**config.mk**
```make
export PLATFORM = sky130hd
export DESIGN_NAME = pcfg_port_config
export DESIGN_NICKNAME = d
export VERILOG_FILES = /design/src/core/pcfg_pkg.sv /design/src/core/pcfg_pin_drv.sv /design/src/core/pcfg_alt_route.sv /design/src/core/pcfg_port_config.sv
export VERILOG_INCLUDE_DIRS = /design/src /design/src/core
export SDC_FILE = /design/constraint.sdc
export NUM_CORES = 1
export LEC_CHECK = 0
export ABC_AREA = 1
export BUFFER_PORTS_ARGS = -buffer_cell sky130_fd_sc_hd__buf_2
export CAP_MARGIN = 0
export CORE_UTILIZATION = 45
export CTS_BUF_LIST = sky130_fd_sc_hd__clkbuf_16
export CTS_CLUSTER_DIAMETER = 40
export DETAILED_ROUTE_END_ITERATION = 12
export HOLD_SLACK_MARGIN = 0.06
export PLACE_DENSITY = 0.85
export SLEW_MARGIN = 20
export SYNTH_ARGS = -nofsm -noshare
export SYNTH_HDL_FRONTEND = slang
export SYNTH_SLANG_ARGS = --single-unit
```
**constraint.sdc**
```tcl
create_clock -name mclk -period 1.35 [get_ports mclk]
set_clock_uncertainty 0.1 [all_clocks]
set_input_delay 0.27 -clock mclk [delete_from_list [all_inputs] [get_ports mclk]]
set_output_delay 0.27 -clock mclk [all_outputs]
set_load 0.02 [all_outputs]
```
**src/core/pcfg_map.svh**
```systemverilog
// Purpose: Register offsets, field positions and reset values for the port config block
// Assumes: APB byte addresses, one aligned 32-bit word per 8-bit register
// Notes:   Offsets are printed register indices times four
`ifndef PCFG_MAP_SVH
`define PCFG_MAP_SVH

`define PCFG_IDX_UPCTL    8'he1
`define PCFG_IDX_DATA     8'he3
`define PCFG_IDX_PUEN     8'hf4
`define PCFG_IDX_CTL      8'hef
`define PCFG_IDX_P4MODE   8'hf0

`define PCFG_RST_UPCTL    8'h50
`define PCFG_RST_DATA     8'h00
`define PCFG_RST_PUEN     8'h00
`define PCFG_RST_CTL      8'h00
`define PCFG_RST_P4MODE   8'h00

`define PCFG_MASK_UPCTL   8'hf1
`define PCFG_MASK_DATA    8'hbf
`define PCFG_MASK_PUEN    8'h33

`define PCFG_CTL_ALTSEL   7:6
`define PCFG_CTL_P31FS    5
`define PCFG_CTL_P31MODE  4:3
`define PCFG_CTL_P30FS    2
`define PCFG_CTL_P30MODE  1:0
`define PCFG_UP_P35MODE   7:6
`define PCFG_UP_P34MODE   5:4
`define PCFG_UP_P4SEL     0
`define PCFG_DATA_CARRIER 7

`endif

```
**src/core/pcfg_pkg.sv**
```systemverilog
// Purpose: Types shared by the port config block
// Assumes: Nothing
// Notes:   Mode encodings common to all two-bit pin mode fields
package pcfg_pkg;
  typedef enum logic [1:0] {
    PCFG_IN       = 2'b00,
    PCFG_OD       = 2'b01,
    PCFG_PP       = 2'b10,
    PCFG_IN_PU    = 2'b11
  } pcfg_mode_t;

  typedef struct packed {
    logic oe;
    logic od;
    logic pu;
  } pcfg_pin_t;
endpackage : pcfg_pkg

```
**src/core/pcfg_pin_drv.sv**
```systemverilog
// Purpose: Turn one two-bit pin mode into drive, open-drain and pull-up controls
// Assumes: Output data comes from the caller
// Notes:   Registered outputs; settle one cycle after the mode changes
`timescale 1ns/1ps
module pcfg_pin_drv
  import pcfg_pkg::*;
(
  // Clock and reset
  input  wire logic       mclk,
  input  wire logic       rst,
  // Configuration
  input  wire logic [1:0] mode,
  input  wire logic       outPu,
  input  wire logic       dout,
  input  wire logic       forceIn,
  // Pin side
  output logic            pinOut,
  output logic            pinOe,
  output logic            pinPu
);
  typedef struct packed {
    logic o;
    logic oe;
    logic pu;
  } pcfg_drv_t;

  pcfg_drv_t state_ff;
  pcfg_drv_t nxt_state;

  always_comb begin
    nxt_state = '0;
    if (forceIn) begin
      nxt_state.pu = 1'b0;
    end else begin
      case (pcfg_mode_t'(mode))
        PCFG_OD: begin
          // Open drain only pulls low; high level comes from the pull-up
          nxt_state.o  = 1'b0;
          nxt_state.oe = ~dout;
          nxt_state.pu = outPu;
        end
        PCFG_PP: begin
          nxt_state.o  = dout;
          nxt_state.oe = 1'b1;
          nxt_state.pu = outPu;
        end
        PCFG_IN_PU: nxt_state.pu = 1'b1;
        default:    nxt_state.pu = 1'b0;
      endcase
    end
    if (rst) begin
      nxt_state = '0;
    end
  end

  always_ff @(posedge mclk) begin
    state_ff <= nxt_state;
  end

  assign pinOut = state_ff.o;
  assign pinOe  = state_ff.oe;
  assign pinPu  = state_ff.pu;
endmodule : pcfg_pin_drv

```
**src/core/pcfg_alt_route.sv**
```systemverilog
// Purpose: Alternative function routing for port 3 pins 0 to 3
// Assumes: Control byte is the port 3 control register
// Notes:   Pure decode; caller registers the results
`timescale 1ns/1ps
`include "pcfg_map.svh"
module pcfg_alt_route
  import pcfg_pkg::*;
(
  // Control
  input  wire logic [7:0] ctl,
  // Routing results
  output logic            p0Pwm,
  output logic            p0Cap,
  output logic            p1Rem,
  output logic            p1ForceIn,
  output logic            p2Tck,
  output logic            p3Cap,
  output logic            spread
);
  function automatic logic isOut(input logic [1:0] m);
    isOut = (m == PCFG_OD) || (m == PCFG_PP);
  endfunction : isOut

  always_comb begin
    spread    = (ctl[`PCFG_CTL_ALTSEL] != 2'b00);
    p0Pwm     = ctl[`PCFG_CTL_P30FS] & isOut(ctl[`PCFG_CTL_P30MODE]);
    p0Cap     = ctl[`PCFG_CTL_P30FS] & ~isOut(ctl[`PCFG_CTL_P30MODE]);
    p1Rem     = ctl[`PCFG_CTL_P31FS] & isOut(ctl[`PCFG_CTL_P31MODE]);
    p1ForceIn = ctl[`PCFG_CTL_P31FS] & ~isOut(ctl[`PCFG_CTL_P31MODE]);
    p2Tck     = ctl[`PCFG_CTL_P31FS];
    p3Cap     = ctl[`PCFG_CTL_P30FS];
  end
endmodule : pcfg_alt_route

```
**src/core/pcfg_port_config.sv**
```systemverilog
// Purpose: Port 3 and port 4 pin configuration registers and pin multiplexing
// Assumes: APB slave, 8-bit registers in the low byte, one clock, sync reset
// Notes:   Pins drive three signals each; the pad ring resolves the wire
//
// Design decision made here: the APB slave port.
`timescale 1ns/1ps
`include "pcfg_map.svh"

// What this block does
// Control bit 2 clear keeps pins 0,3 normal; set routes PWM/capture.
// Control bits 1:0 select pin 0 mode: input, open-drain, push-pull, pulled input.
// Data register holds seven bits; bit 6 unused, reads zero.
// Data bit 7 switches the carrier signal on or off.
// Data bits 1,0 drive pins 1 and 0.
// Pins 2,3 are inputs only with pull-up always on.
// Pins 4,5 are digital I/O per upper control modes.
// Only function select bits 5 and 2 enable alternative functions.
// Bit 2 set: pin 0 PWM when output mode, capture otherwise; pin 3 capture.
// Bit 5 set: pin 2 timer clock; pin 1 carrier when output mode.
// Upper control bits 7:6 select pin 5 mode.
// Upper control bits 5:4 select pin 4 mode.
// Upper control bits 3:1 unimplemented, no effect.
// Upper control bit 0 selects single or paired port 4 mode registers.
// Upper control resets to 50h.
// Software sets upper bit 0 to use port 4 as inputs.
// Pull-up enable bits 5,4,1,0 enable output-mode pull-ups; others unused.
// Port 4 mode bit n: 0 open-drain, 1 push-pull; resets zero.
// Control bit 5 clear keeps pin 1 normal; set enables carrier/clock.
// Control bits 4:3 select pin 1 mode.
// Control bits 7:6 nonzero spread functions over pins 0 to 3.
// Registers written synchronously; new modes act the cycle after the write.
module pcfg_port_config
  import pcfg_pkg::*;
(
  // Clock and reset
  input  wire logic        mclk,
  input  wire logic        rst,
  // APB slave
  input  wire logic        psel,
  input  wire logic        penable,
  input  wire logic        pwrite,
  input  wire logic [11:0] paddr,
  input  wire logic [31:0] pwdata,
  input  wire logic [3:0]  pstrb,
  output logic      [31:0] prdata,
  output logic             pready,
  output logic             pslverr,
  // Timer and carrier sources
  input  wire logic        timer0PwmOut,
  input  wire logic        remoteCarrierOut,
  // Port 3 pins
  input  wire logic [5:0]  p3PinIn,
  output logic      [5:0]  p3PinOut,
  output logic      [5:0]  p3PinOe,
  output logic      [5:0]  p3PinPu,
  // Captured inputs to timers, and carrier enable
  output logic             timer0CaptureIn,
  output logic             timer1CaptureIn,
  output logic             timer2CaptureIn,
  output logic             timer0ClockIn,
  output logic             carrierOn,
  // Port 4 mode controls
  output logic             port4PairedSel,
  output logic      [7:0]  port4PushPull
);

  typedef struct packed {
    logic [7:0]  ctl;
    logic [7:0]  upctl;
    logic [7:0]  data;
    logic [7:0]  puen;
    logic [7:0]  p4mode;
    logic [31:0] rdata;
    logic        ready;
    logic        err;
    logic [3:0]  meta;
    logic [3:0]  sync;
    logic [2:0]  capOut;
    logic        ckOut;
    logic [1:0]  p23Out;
  } pcfg_state_t;

  pcfg_state_t state_ff;
  pcfg_state_t nxt_state;

  logic p0Pwm, p0Cap, p1Rem, p1ForceIn, p2Tck, p3Cap, spread;
  logic d0, d1;

  function automatic logic [7:0] regIdx(input logic [11:0] a);
    regIdx = a[9:2];
  endfunction : regIdx

  function automatic logic hit(input logic [11:0] a, input logic [7:0] idx);
    hit = (a[11:10] == 2'b00) && (a[1:0] == 2'b00) && (regIdx(a) == idx);
  endfunction : hit

  pcfg_alt_route u_route (
    .ctl       (state_ff.ctl),
    .p0Pwm     (p0Pwm),
    .p0Cap     (p0Cap),
    .p1Rem     (p1Rem),
    .p1ForceIn (p1ForceIn),
    .p2Tck     (p2Tck),
    .p3Cap     (p3Cap),
    .spread    (spread)
  );

  // Pin 0 output source: timer PWM when routed, else data bit
  assign d0 = p0Pwm ? timer0PwmOut : state_ff.data[0];
  // Pin 1 output source: carrier when routed, else data bit
  assign d1 = p1Rem ? remoteCarrierOut : state_ff.data[1];

  pcfg_pin_drv u_p0 (
    .mclk    (mclk),
    .rst     (rst),
    .mode    (state_ff.ctl[`PCFG_CTL_P30MODE]),
    .outPu   (state_ff.puen[0]),
    .dout    (d0),
    .forceIn (1'b0),
    .pinOut  (p3PinOut[0]),
    .pinOe   (p3PinOe[0]),
    .pinPu   (p3PinPu[0])
  );

  // Pin 1 falls back to plain input when alt enabled in an input mode
  pcfg_pin_drv u_p1 (
    .mclk    (mclk),
    .rst     (rst),
    .mode    (state_ff.ctl[`PCFG_CTL_P31MODE]),
    .outPu   (state_ff.puen[1]),
    .dout    (d1),
    .forceIn (p1ForceIn),
    .pinOut  (p3PinOut[1]),
    .pinOe   (p3PinOe[1]),
    .pinPu   (p3PinPu[1])
  );

  genvar g;
  generate
    for (g = 4; g < 6; g++) begin : g_hi
      pcfg_pin_drv u_ph (
        .mclk    (mclk),
        .rst     (rst),
        .mode    (state_ff.upctl[2*g-3 -: 2]),
        .outPu   (state_ff.puen[g]),
        .dout    (state_ff.data[g]),
        .forceIn (1'b0),
        .pinOut  (p3PinOut[g]),
        .pinOe   (p3PinOe[g]),
        .pinPu   (p3PinPu[g])
      );
    end
  endgenerate

  always_comb begin
    nxt_state        = state_ff;
    nxt_state.ready  = 1'b0;
    nxt_state.err    = 1'b0;
    nxt_state.rdata  = 32'h0;
    // Two-stage synchroniser for pins 0 to 3; only the second stage is read
    nxt_state.meta   = p3PinIn[3:0];
    nxt_state.sync   = state_ff.meta;
    // Registers change only on the access phase of an APB write
    if (psel && !penable) begin
      nxt_state.ready = 1'b1;
      nxt_state.err   = !(hit(paddr, `PCFG_IDX_CTL) || hit(paddr, `PCFG_IDX_UPCTL) ||
                          hit(paddr, `PCFG_IDX_DATA) || hit(paddr, `PCFG_IDX_PUEN) ||
                          hit(paddr, `PCFG_IDX_P4MODE));
      if (!pwrite) begin
        case (regIdx(paddr))
          `PCFG_IDX_CTL:    nxt_state.rdata = {24'h0, state_ff.ctl};
          `PCFG_IDX_UPCTL:  nxt_state.rdata = {24'h0, state_ff.upctl};
          `PCFG_IDX_DATA:   nxt_state.rdata = {24'h0, state_ff.data[7:4],
                                               state_ff.sync[3:2], state_ff.data[1:0]};
          `PCFG_IDX_PUEN:   nxt_state.rdata = {24'h0, state_ff.puen};
          `PCFG_IDX_P4MODE: nxt_state.rdata = {24'h0, state_ff.p4mode};
          default:          nxt_state.rdata = 32'h0;
        endcase
        if (nxt_state.err) begin
          nxt_state.rdata = 32'h0;
        end
      end
    end
    if (psel && penable && state_ff.ready && pwrite && !state_ff.err && pstrb[0]) begin
      if (hit(paddr, `PCFG_IDX_CTL)) begin
        nxt_state.ctl = pwdata[7:0];
      end
      if (hit(paddr, `PCFG_IDX_UPCTL)) begin
        nxt_state.upctl = pwdata[7:0] & `PCFG_MASK_UPCTL;
      end
      if (hit(paddr, `PCFG_IDX_DATA)) begin
        nxt_state.data = pwdata[7:0] & `PCFG_MASK_DATA;
      end
      if (hit(paddr, `PCFG_IDX_PUEN)) begin
        nxt_state.puen = pwdata[7:0] & `PCFG_MASK_PUEN;
      end
      if (hit(paddr, `PCFG_IDX_P4MODE)) begin
        nxt_state.p4mode = pwdata[7:0];
      end
    end
    // Captured inputs only while routed, so idle timers see a quiet zero
    nxt_state.capOut[0] = p0Cap & state_ff.sync[0];
    // Combined mapping stacks every capture on pin 0 when spread is off
    nxt_state.capOut[1] = p3Cap & (spread ? state_ff.sync[3] : state_ff.sync[0]);
    nxt_state.capOut[2] = p3Cap & (spread ? state_ff.sync[3] : state_ff.sync[0]);
    // Combined mapping stacks the clock on pin 1 when spread is off
    nxt_state.ckOut     = p2Tck & (spread ? state_ff.sync[2] : state_ff.sync[1]);
    if (rst) begin
      nxt_state        = '0;
      nxt_state.upctl  = `PCFG_RST_UPCTL;
      nxt_state.ctl    = `PCFG_RST_CTL;
      nxt_state.data   = `PCFG_RST_DATA;
      nxt_state.puen   = `PCFG_RST_PUEN;
      nxt_state.p4mode = `PCFG_RST_P4MODE;
    end
  end

  always_ff @(posedge mclk) begin
    state_ff <= nxt_state;
  end

  // Pins 2 and 3 are never driven; pull-up fixed on
  assign p3PinOut[3:2] = 2'b00;
  assign p3PinOe[3:2]  = 2'b00;
  assign p3PinPu[3:2]  = 2'b11;

  assign prdata          = state_ff.rdata;
  assign pready          = state_ff.ready;
  assign pslverr         = state_ff.err;
  assign timer0CaptureIn = state_ff.capOut[0];
  assign timer1CaptureIn = state_ff.capOut[1];
  assign timer2CaptureIn = state_ff.capOut[2];
  assign timer0ClockIn   = state_ff.ckOut;
  assign carrierOn       = state_ff.data[`PCFG_DATA_CARRIER];
  assign port4PairedSel  = state_ff.upctl[`PCFG_UP_P4SEL];
  assign port4PushPull   = state_ff.p4mode;
endmodule : pcfg_port_config

```
* Yosys cells after proc, flatten, opt, wreduce, memory -nomap -nowiden
Index checks and enable logic that the tools add are counted.
Operators by class: mux-type cells 14, equal/unequal tests 17, reduce and logical (&&, ||, !) cells 36, bitwise gates (word level) 15
Operators with widths (count):
- 8-bit equality test, second input constant | 5
- 8-bit case mux with 5 select lines | 1
- 2-bit equality test, second input constant | 8
- 2-bit case mux with 2 select lines | 4
- 1-bit logical AND | 12
- 2-bit OR reduction | 6
- 2-bit AND reduction | 5
- 2-bit by 1-bit equality test with 1-bit output, second input constant | 4
- 1-bit NOT | 8
- 1-bit case mux with 2 select lines | 4
- 1-bit AND | 7
- 1-bit logical OR | 6
- 2-bit logical NOT | 2
- 1-bit 2-to-1 mux | 4
- 4-bit OR reduction | 1
- 1-bit logical NOT | 3
- 2-bit 2-to-1 mux | 1
- 2-bit nonzero test | 1
Storage, ports and cells: output and inout port bits 66, register bits after elaboration 89

* Depth between registers and ports, before layout
Gate-level depths: netlist (run 1).
depth in word-level cells 9, depth in mapped cells 10, gate-level depth less buffers 10

* Hierarchy
Synthesis (run 1) repeated with hierarchy kept, for this count alone.
Unflattened totals: cells, all modules 482, area total of the unflattened synthesis 3480.8 um^2
Modules (own cells, without submodules):
- pcfg_port_config | instances 1, area each 2721.4 um^2, cells an instance 377, sequential area each 1021.0 um^2
- pcfg_pin_drv | instances 4, area each 163.9 um^2, cells an instance 20, sequential area each 60.1 um^2
- pcfg_alt_route | instances 1, area each 103.8 um^2, cells an instance 25, sequential area each 0.0 um^2

* Worst setup path before layout (run 1)
Ideal clock, no wire load.
path type flip-flop to flip-flop, start point register state_ff[80] (netlist name), end point register u_p0.state_ff, in the netlist u_p0.pinOe, slack -0.020 ns, data arrival time 1.211 ns, cell stages (with the launch flop) 7, data required time 1.191 ns, buffers on the path 0, cell sequence dfxtp_1 > inv_1 > ha_1 > nand2_1 > mux2i_1 > nand4_1 > nand2_1
On the way: cells in the longest elaborated chain, start to end 6, elaborated cells on any way between the ends 7, classes of those cells eq/ne (2); mux (2); bitwise (2); reduce/logical (1)
RTL lines:
- from (decl) | line pcfg_port_config.sv:83 | pcfg_state_t state_ff;
- from (signal assigned) | line pcfg_port_config.sv:219 | state_ff <= nxt_state;
- 2-bit by 1-bit equality test with 1-bit output or 2-bit equality test (tied branches) | line pcfg_pin_drv.sv:35, pcfg_alt_route.sv:21
- 1-bit logical OR | line pcfg_alt_route.sv:21 | isOut = (m == PCFG_OD) || (m == PCFG_PP);
- 1-bit AND | line pcfg_alt_route.sv:26 | p0Pwm = ctl[`PCFG_CTL_P30FS] & isOut(ctl[`PCFG_CTL_P30MODE]);
- 1-bit 2-to-1 mux | line pcfg_port_config.sv:109 | assign d0 = p0Pwm ? timer0PwmOut : state_ff.data[0];
- 1-bit NOT | line pcfg_pin_drv.sv:39 | nxt_state.oe = ~dout;
- 2-bit case mux with 2 select lines (*) | line pcfg_pin_drv.sv:35 | case (pcfg_mode_t'(mode))
- to (signal assigned) | line pcfg_pin_drv.sv:57 | state_ff <= nxt_state;
- to (decl) | line pcfg_pin_drv.sv:27 | pcfg_drv_t state_ff;
Mark *: on every way between the ends. The rest lies on a longest branch, timed or not. A chain may end at the register's enable or synchronous reset.

* Worst setup path in the final report (run 1)
start point register state_ff, in the netlist pslverr, end point register state_ff[84] (netlist name)
On the way: cells in the longest elaborated chain, start to end 4
RTL lines:
- 1-bit logical NOT | line pcfg_port_config.sv:184 | if (psel && penable && state_ff.ready && pwrite && !state_ff.err && pstrb[0]) begin
- 1-bit logical AND (2 in series) | line pcfg_port_config.sv:184
- 2-bit AND reduction (no source line)
No other way between the ends.

==> flow_summary.toml, run 1 <==
[worst_setup_path]
crit_fanout = 10
reg2reg_slack_ns = -0.28
cp-start-kind = "flop"
required_ns = 1.47
rr_worst_depth = 8
r2r_start = "pslverr$_SDFF_PP0_"
cp-end-kind = "flop"
crit_arrival_ns = 1.74
r2r-end = "state_ff[84]$_SDFFE_PP0P_"
critical_path_class = "reg2reg"

[yosys]
postSynthAreaPerCell_um2 = 7.19
synth-seq-area-share_pct = 36.9
synth.area.top_cells = "dfxtp_1 37%, buf_4 13%, nor2_1 8.7%"
yosysTopAreaCellShare_pct = 36.9
synth_cell_types = 29
synth_seq_cells = 63
synth_top_area_cell = "dfxtp_1"
netlist_area_um2 = 3420
netlist_instances = 476
synth-warning-count = 0

[routing]
wl_mm = 10.9
wire_per_inst_um = 16.4
dr.first_iter.drc_count = 419
drt-vias-per-instance = 5.24
first_pass_iters = 5
drc = 0
vias = 3490
drtAntennaViolNets = 0

[timing]
hold_ws_ns = 0.105
fmax_mhz = 615
setup_violations = 30
hold_viol = 0
post-route-period-util_pct = 120
fin_ws_ns = -0.275
finalCriticalPeriod_ns = 1.63
rsz0062_at_grt = "true"
final_max_slew_viol_count = 0

[power_and_ir_drop]
power.leakage_nw = 2.24
p_per_area_nw_per_um2 = 1020
ir_worst_vdd_uv = 576

[floorplanning]
die_area_um2 = 7960
io_pins = 127
start_util_pct = 46.9
fp.coreArea_um2 = 7290
rows = 31
die_h_um = 89.2
fp.dieW_um = 89.2

[grt]
overflow = 0
grt_start_max_net_pins = 29
grt_pass1_wl_mm = 13.9
grt_usage_pct = 23.5
first_global_vias = 3050
grt_antenna_before_repair = 0

[cts]
path_clk_slew_ns = 0.05
cts_buffers = 9
clk_latency_ns = 0.33
clock_path_buffers = 2
clkSinkCount = 63
cts_tree = "built"
root_buffer = "clkbuf_16"
htreeDepth = 3

[cells_and_area]
n_antenna_cell = 0
final_area_um2 = 4540
syn_to_final_growth_pct = 32.6
drive_above_1_share_pct = 34.0
nets = 640
fill_cells = 586
fin_util_pct = 62.2

[placed_design]
dp_hpwl_mm = 5.75
place_ws_ns = -0.179
portBuffers = 67
dpl-instance-area_um2 = 3790
gp_congestion = 0.803

[status]
violations = "setup timing"
outcome = "finished with violations"

[run]
drv_cap = 0

[worst_hold_path]
hp-start = "timer0PwmOut"
hold_end = "u_p0.pinOut$_SDFF_PP0_"
hold_depth = 3
hold_class = "in2reg"
## worst max-delay path, cell delays in order, from the launching register on
cell	delay, ns
dfxtp_2	0.33
nor2_4	0.12
nand4_4	0.11
nor2_4	0.19
buf_4	0.17
buf_16	0.13
nand3_1	0.18
nand2_1	0.14
nor2_1	0.05
## per-stage QoR
step                power, mW  cells  TNS, ns
floorplan                2.17    504        0
global route             4.80    666    -6.44
finish                   4.64    666    -4.06
global placement         2.20    634    -1.72
CTS                      4.61    660    -1.67
detailed placement       2.21    634    -3.49
## logic make-up after synthesis
group | after synthesis | share of synthesized area (%)
adders and majority gates | 16 | 5.85
other | 2 | 0.219
buffers and inverters | 139 | 22.9
AOI/OAI and AO/OA | 45 | 7.02
muxes | 1 | 0.293
and+or+nand+nor | 210 | 26.9
DFF | 63 | 36.9
## registers in the layout, summed over array words and instances, names as in the netlist, 2 cells and up
register,cells
prdata,8
g_hi.u_ph.pinPu,2
g_hi.u_ph.pinOut,2
port4PushPull,8
g_hi.u_ph.pinOe,2
state_ff,28
## cells in the mapped netlist
master and instances:
nor3_1 4, buf_2 5, inv_1 60, nor2_1 79, inv_2 5, mux2i_1 1, nand3_1 37, nand3_4 1
dfxtp_1 63, clkbuf_1 4, buf_6 3, nand4_1 1, nor2_4 4, nand2_4 1, a2111oi_0 1, a21oi_1 35
o211ai_1 2, a31oi_1 1, o21ai_0 2, buf_4 61, nand2_2 3, nand2_1 76, nand4_2 1, nor2_2 2
inv_4 1, ha_1 16, nand3_2 1, conb_1 2, o22ai_1 4
## cell usage in the layout, fill, tap and decap left out, types with 6 or more instances in the layout
cell type and instances:
a21oi_1 31, buf_2 67, buf_4 36, clkbuf_16 11, conb_1 30, dfxtp_1 57
dfxtp_2 6, ha_1 14, inv_1 56, inv_2 8, nand2_1 69, nand2_2 9
nand3_1 26, nand3_2 12, nor2_1 74, nor2_4 6
## power by group
part	internal (mW)	switching, mW	leakage, nW
combinational	0.101	0.229	1.58
clock	1.60	0.827	0.151
sequential	1.88	0.00735	0.513
total	3.58	1.06	2.24
## how the worst max path moves through the flow
stage / startpoint / endpoint / slack, ns / cells past startpoint
floorplan: state_ff[83]$_SDFFE_PP0P_ / u_p1.pinOe$_SDFF_PP0_ / 0.02 / 7
global route: pslverr$_SDFF_PP0_ / state_ff[84]$_SDFFE_PP0P_ / -0.36 / 8
finish: pslverr$_SDFF_PP0_ / state_ff[84]$_SDFFE_PP0P_ / -0.28 / 8
global placement: paddr[8] / prdata[1]$_SDFF_PP0_ / -0.11 / 10
CTS: pslverr$_SDFF_PP0_ / port4PushPull[5]$_SDFFE_PP0P_ / -0.08 / 8
detailed placement: paddr[5] / prdata[7]$_SDFF_PP0_ / -0.18 / 10
## routing by layer
| layer | global-route usage (%) | share of wire (%) | vias to the layer above |
|---|---|---|---|
| met4 | 16.3 | 7.9 | 0 |
| li1 | - | - | 1551 |
| met1 | 26.1 | 37 | 1546 |
| met2 | 39.3 | 46 | 299 |
| met3 | 6.09 | 9.6 | 94 |
| met5 | 0 | 0 | - |
## cell type report
| cell class | instances | area (um2) | share of cell area [%] |
|---|---|---|---|
| Multi-Input combinational cell | 302 | 1670 | 36.8 |
| Sequential cell | 63 | 1270 | 28.0 |
| Timing Repair Buffer | 121 | 913 | 20.1 |
| Inverter | 66 | 253 | 5.57 |
| Clock buffer | 9 | 225 | 4.96 |
| Tap cell | 99 | 124 | 2.73 |
| Clock inverter | 6 | 86.3 | 1.90 |
## timing repair
item | in CTS | in global routing
resized for setup | 15 | 42
endpoints found under the hold margin | 5 | 0
pin swaps | 8 | 14
hold buffers | 5 | 0
setup endpoints to repair | 20 | 37
buffers inserted | 3 | 4
cloned | 3 | 2
Note: power is estimated with default switching activity, not from simulation.
==> run 2, diff against run 1 <==
REMOVE_ABC_BUFFERS = 1   (was unset)
==> flow_summary.toml, run 2 (synthesized netlist as in run 1, its figures left out) <==
[floorplanning]
die_area_um2 = 7960
die_h_um = 89.2
fp.coreArea_um2 = 7290
io_pins = 127
rows = 31
start_util_pct = 46.9
fp.dieW_um = 89.2

[placed_design]
place_ws_ns = -0.182
dp_hpwl_mm = 5.61
dpl-instance-area_um2 = 3730
gp_congestion = 0.856
place_inst = 627
portBuffers = 67

[timing]
final_max_slew_viol_count = 0
hold_ws_ns = 0.104
fin_ws_ns = -0.140
fin_setup_tns_ns = -2.00
fmax_mhz = 671
finalCriticalPeriod_ns = 1.49
rsz0062_at_grt = "true"
post-route-period-util_pct = 110
setup_violations = 30
hold_viol = 0

[cells_and_area]
fin_util_pct = 61.7
fill_cells = 557
drive_above_1_share_pct = 33.2
final_area_um2 = 4500
syn_to_final_growth_pct = 31.4
final_cell_mix = "76 x nor2_1, 74 x nand2_1, 67 x buf_2, 57 x inv_1, 56 x dfxtp_1"
n_antenna_cell = 0
mostFrequentLayoutCell = "nor2_1"
top_register = "state_ff"
largest_reg_flops = 28
stdcell_count = 657
nets = 630

[cts]
cts_tree = "built"
clock_path_buffers = 2
cts_buffers = 9
root_buffer = "clkbuf_16"
clkSinkCount = 63
clk_latency_ns = 0.33
htreeDepth = 3
path_clk_slew_ns = 0.05

[worst_setup_path]
cp-start-kind = "flop"
slowest_stage = "dfxtp_2"
required_ns = 1.49
slowest_delay_ns = 0.32
rr_worst_depth = 7
crit_fanout = 11
path_cells = "nor2_2 -> nand4_2 -> nor2_4 -> buf_12 -> buf_16 -> a21oi_1 -> nor2_1"
cp_top_family = "simple AND/OR/NAND/NOR gates"
path_buf_inv = 2
path_depth = 7
cp-end-kind = "flop"
crit_arrival_ns = 1.63
critPathLaunch = "pslverr$_SDFF_PP0_"
critical_path_class = "reg2reg"
r2r_start = "pslverr$_SDFF_PP0_"

[grt]
first_global_vias = 2839
grt_pass1_wl_mm = 13.3
grt_antenna_before_repair = 0
grt_usage_pct = 22.7
grt_start_max_net_pins = 22
overflow = 0

[power_and_ir_drop]
finalPower_mw = 4.81
p_per_area_nw_per_um2 = 1070
ir_worst_vdd_uv = 564
power.leakage_nw = 2.21

[routing]
vias = 3343
first_pass_iters = 6
dr.first_iter.drc_count = 322
wire_per_inst_um = 15.4
drt-vias-per-instance = 5.09
drc = 0
drtAntennaViolNets = 0
wl_mm = 10.1

[status]
outcome = "finished with violations"
violations = "setup timing"

[worst_hold_path]
hp-start = "pwdata[0]"
hold_depth = 3
hold_class = "in2reg"

[run]
drv_cap = 0
## run 2: cell types whose count changed in the layout (fill, tap and decap cells not counted), moves of 2 or more
cell and change:
nand2_1 +5, nand3_1 -10, buf_4 -10, nand2_2 -5, nor2_1 +2, nor2_4 -2, nand3_2 +9
## run 2: power by group
part / total, mW / switching [mW] / internal (mW)
logic: 0.311 / 0.218 / 0.0934
registers: 1.88 / 0.00603 / 1.88
clock network: 2.62 / 0.827 / 1.79
## run 2: worst register-to-register path, delay by kind of cell (launching register included)
family,cells,cell delay [ns]
AO/OA/AOI/OAI,1,0.06
buffers and inverters,2,0.30
flip-flops,1,0.32
AND/OR/NAND/NOR,4,0.62
## run 2: final timing paths
| check | endpoint | slack [ns] |
|---|---|---|
| min reg2reg | state_ff[7]$_SDFF_PP0_ | 0.33 |
| max reg2reg | port4PushPull[4]$_SDFFE_PP0P_ | -0.14 |
| min | state_ff[56]$_SDFFE_PP0P_ | 0.10 |
| max | port4PushPull[4]$_SDFFE_PP0P_ | -0.14 |
## run 2: layout make-up
type	instances	area (um2)	area share, %
repair buffers	111	847	18.8
clock inverters	7	113	2.50
multi-input cells	302	1670	37.0
flip-flops and latches	63	1270	28.2
clock buffers	9	225	5.01
inverters	66	253	5.62
well taps	99	124	2.75
## run 2: routing by layer
| metal | vias up | track usage, % | wire [um] |
|---|---|---|---|
| li1 | 1531 | - | - |
| met3 | 48 | 6.28 | 967 |
| met1 | 1514 | 25.2 | 3830 |
| met5 | - | 0 | 0 |
| met4 | 0 | 13.7 | 568 |
| met2 | 250 | 38.6 | 4780 |
## run 2: repair_timing
item	4_1_cts	5_1_grt
resized for setup	11	44
hold buffers	5	0
pin swaps	2	13
setup endpoints to repair	30	39
setup buffers	4	1
endpoints found under the hold margin	5	0
gates cloned	3	2
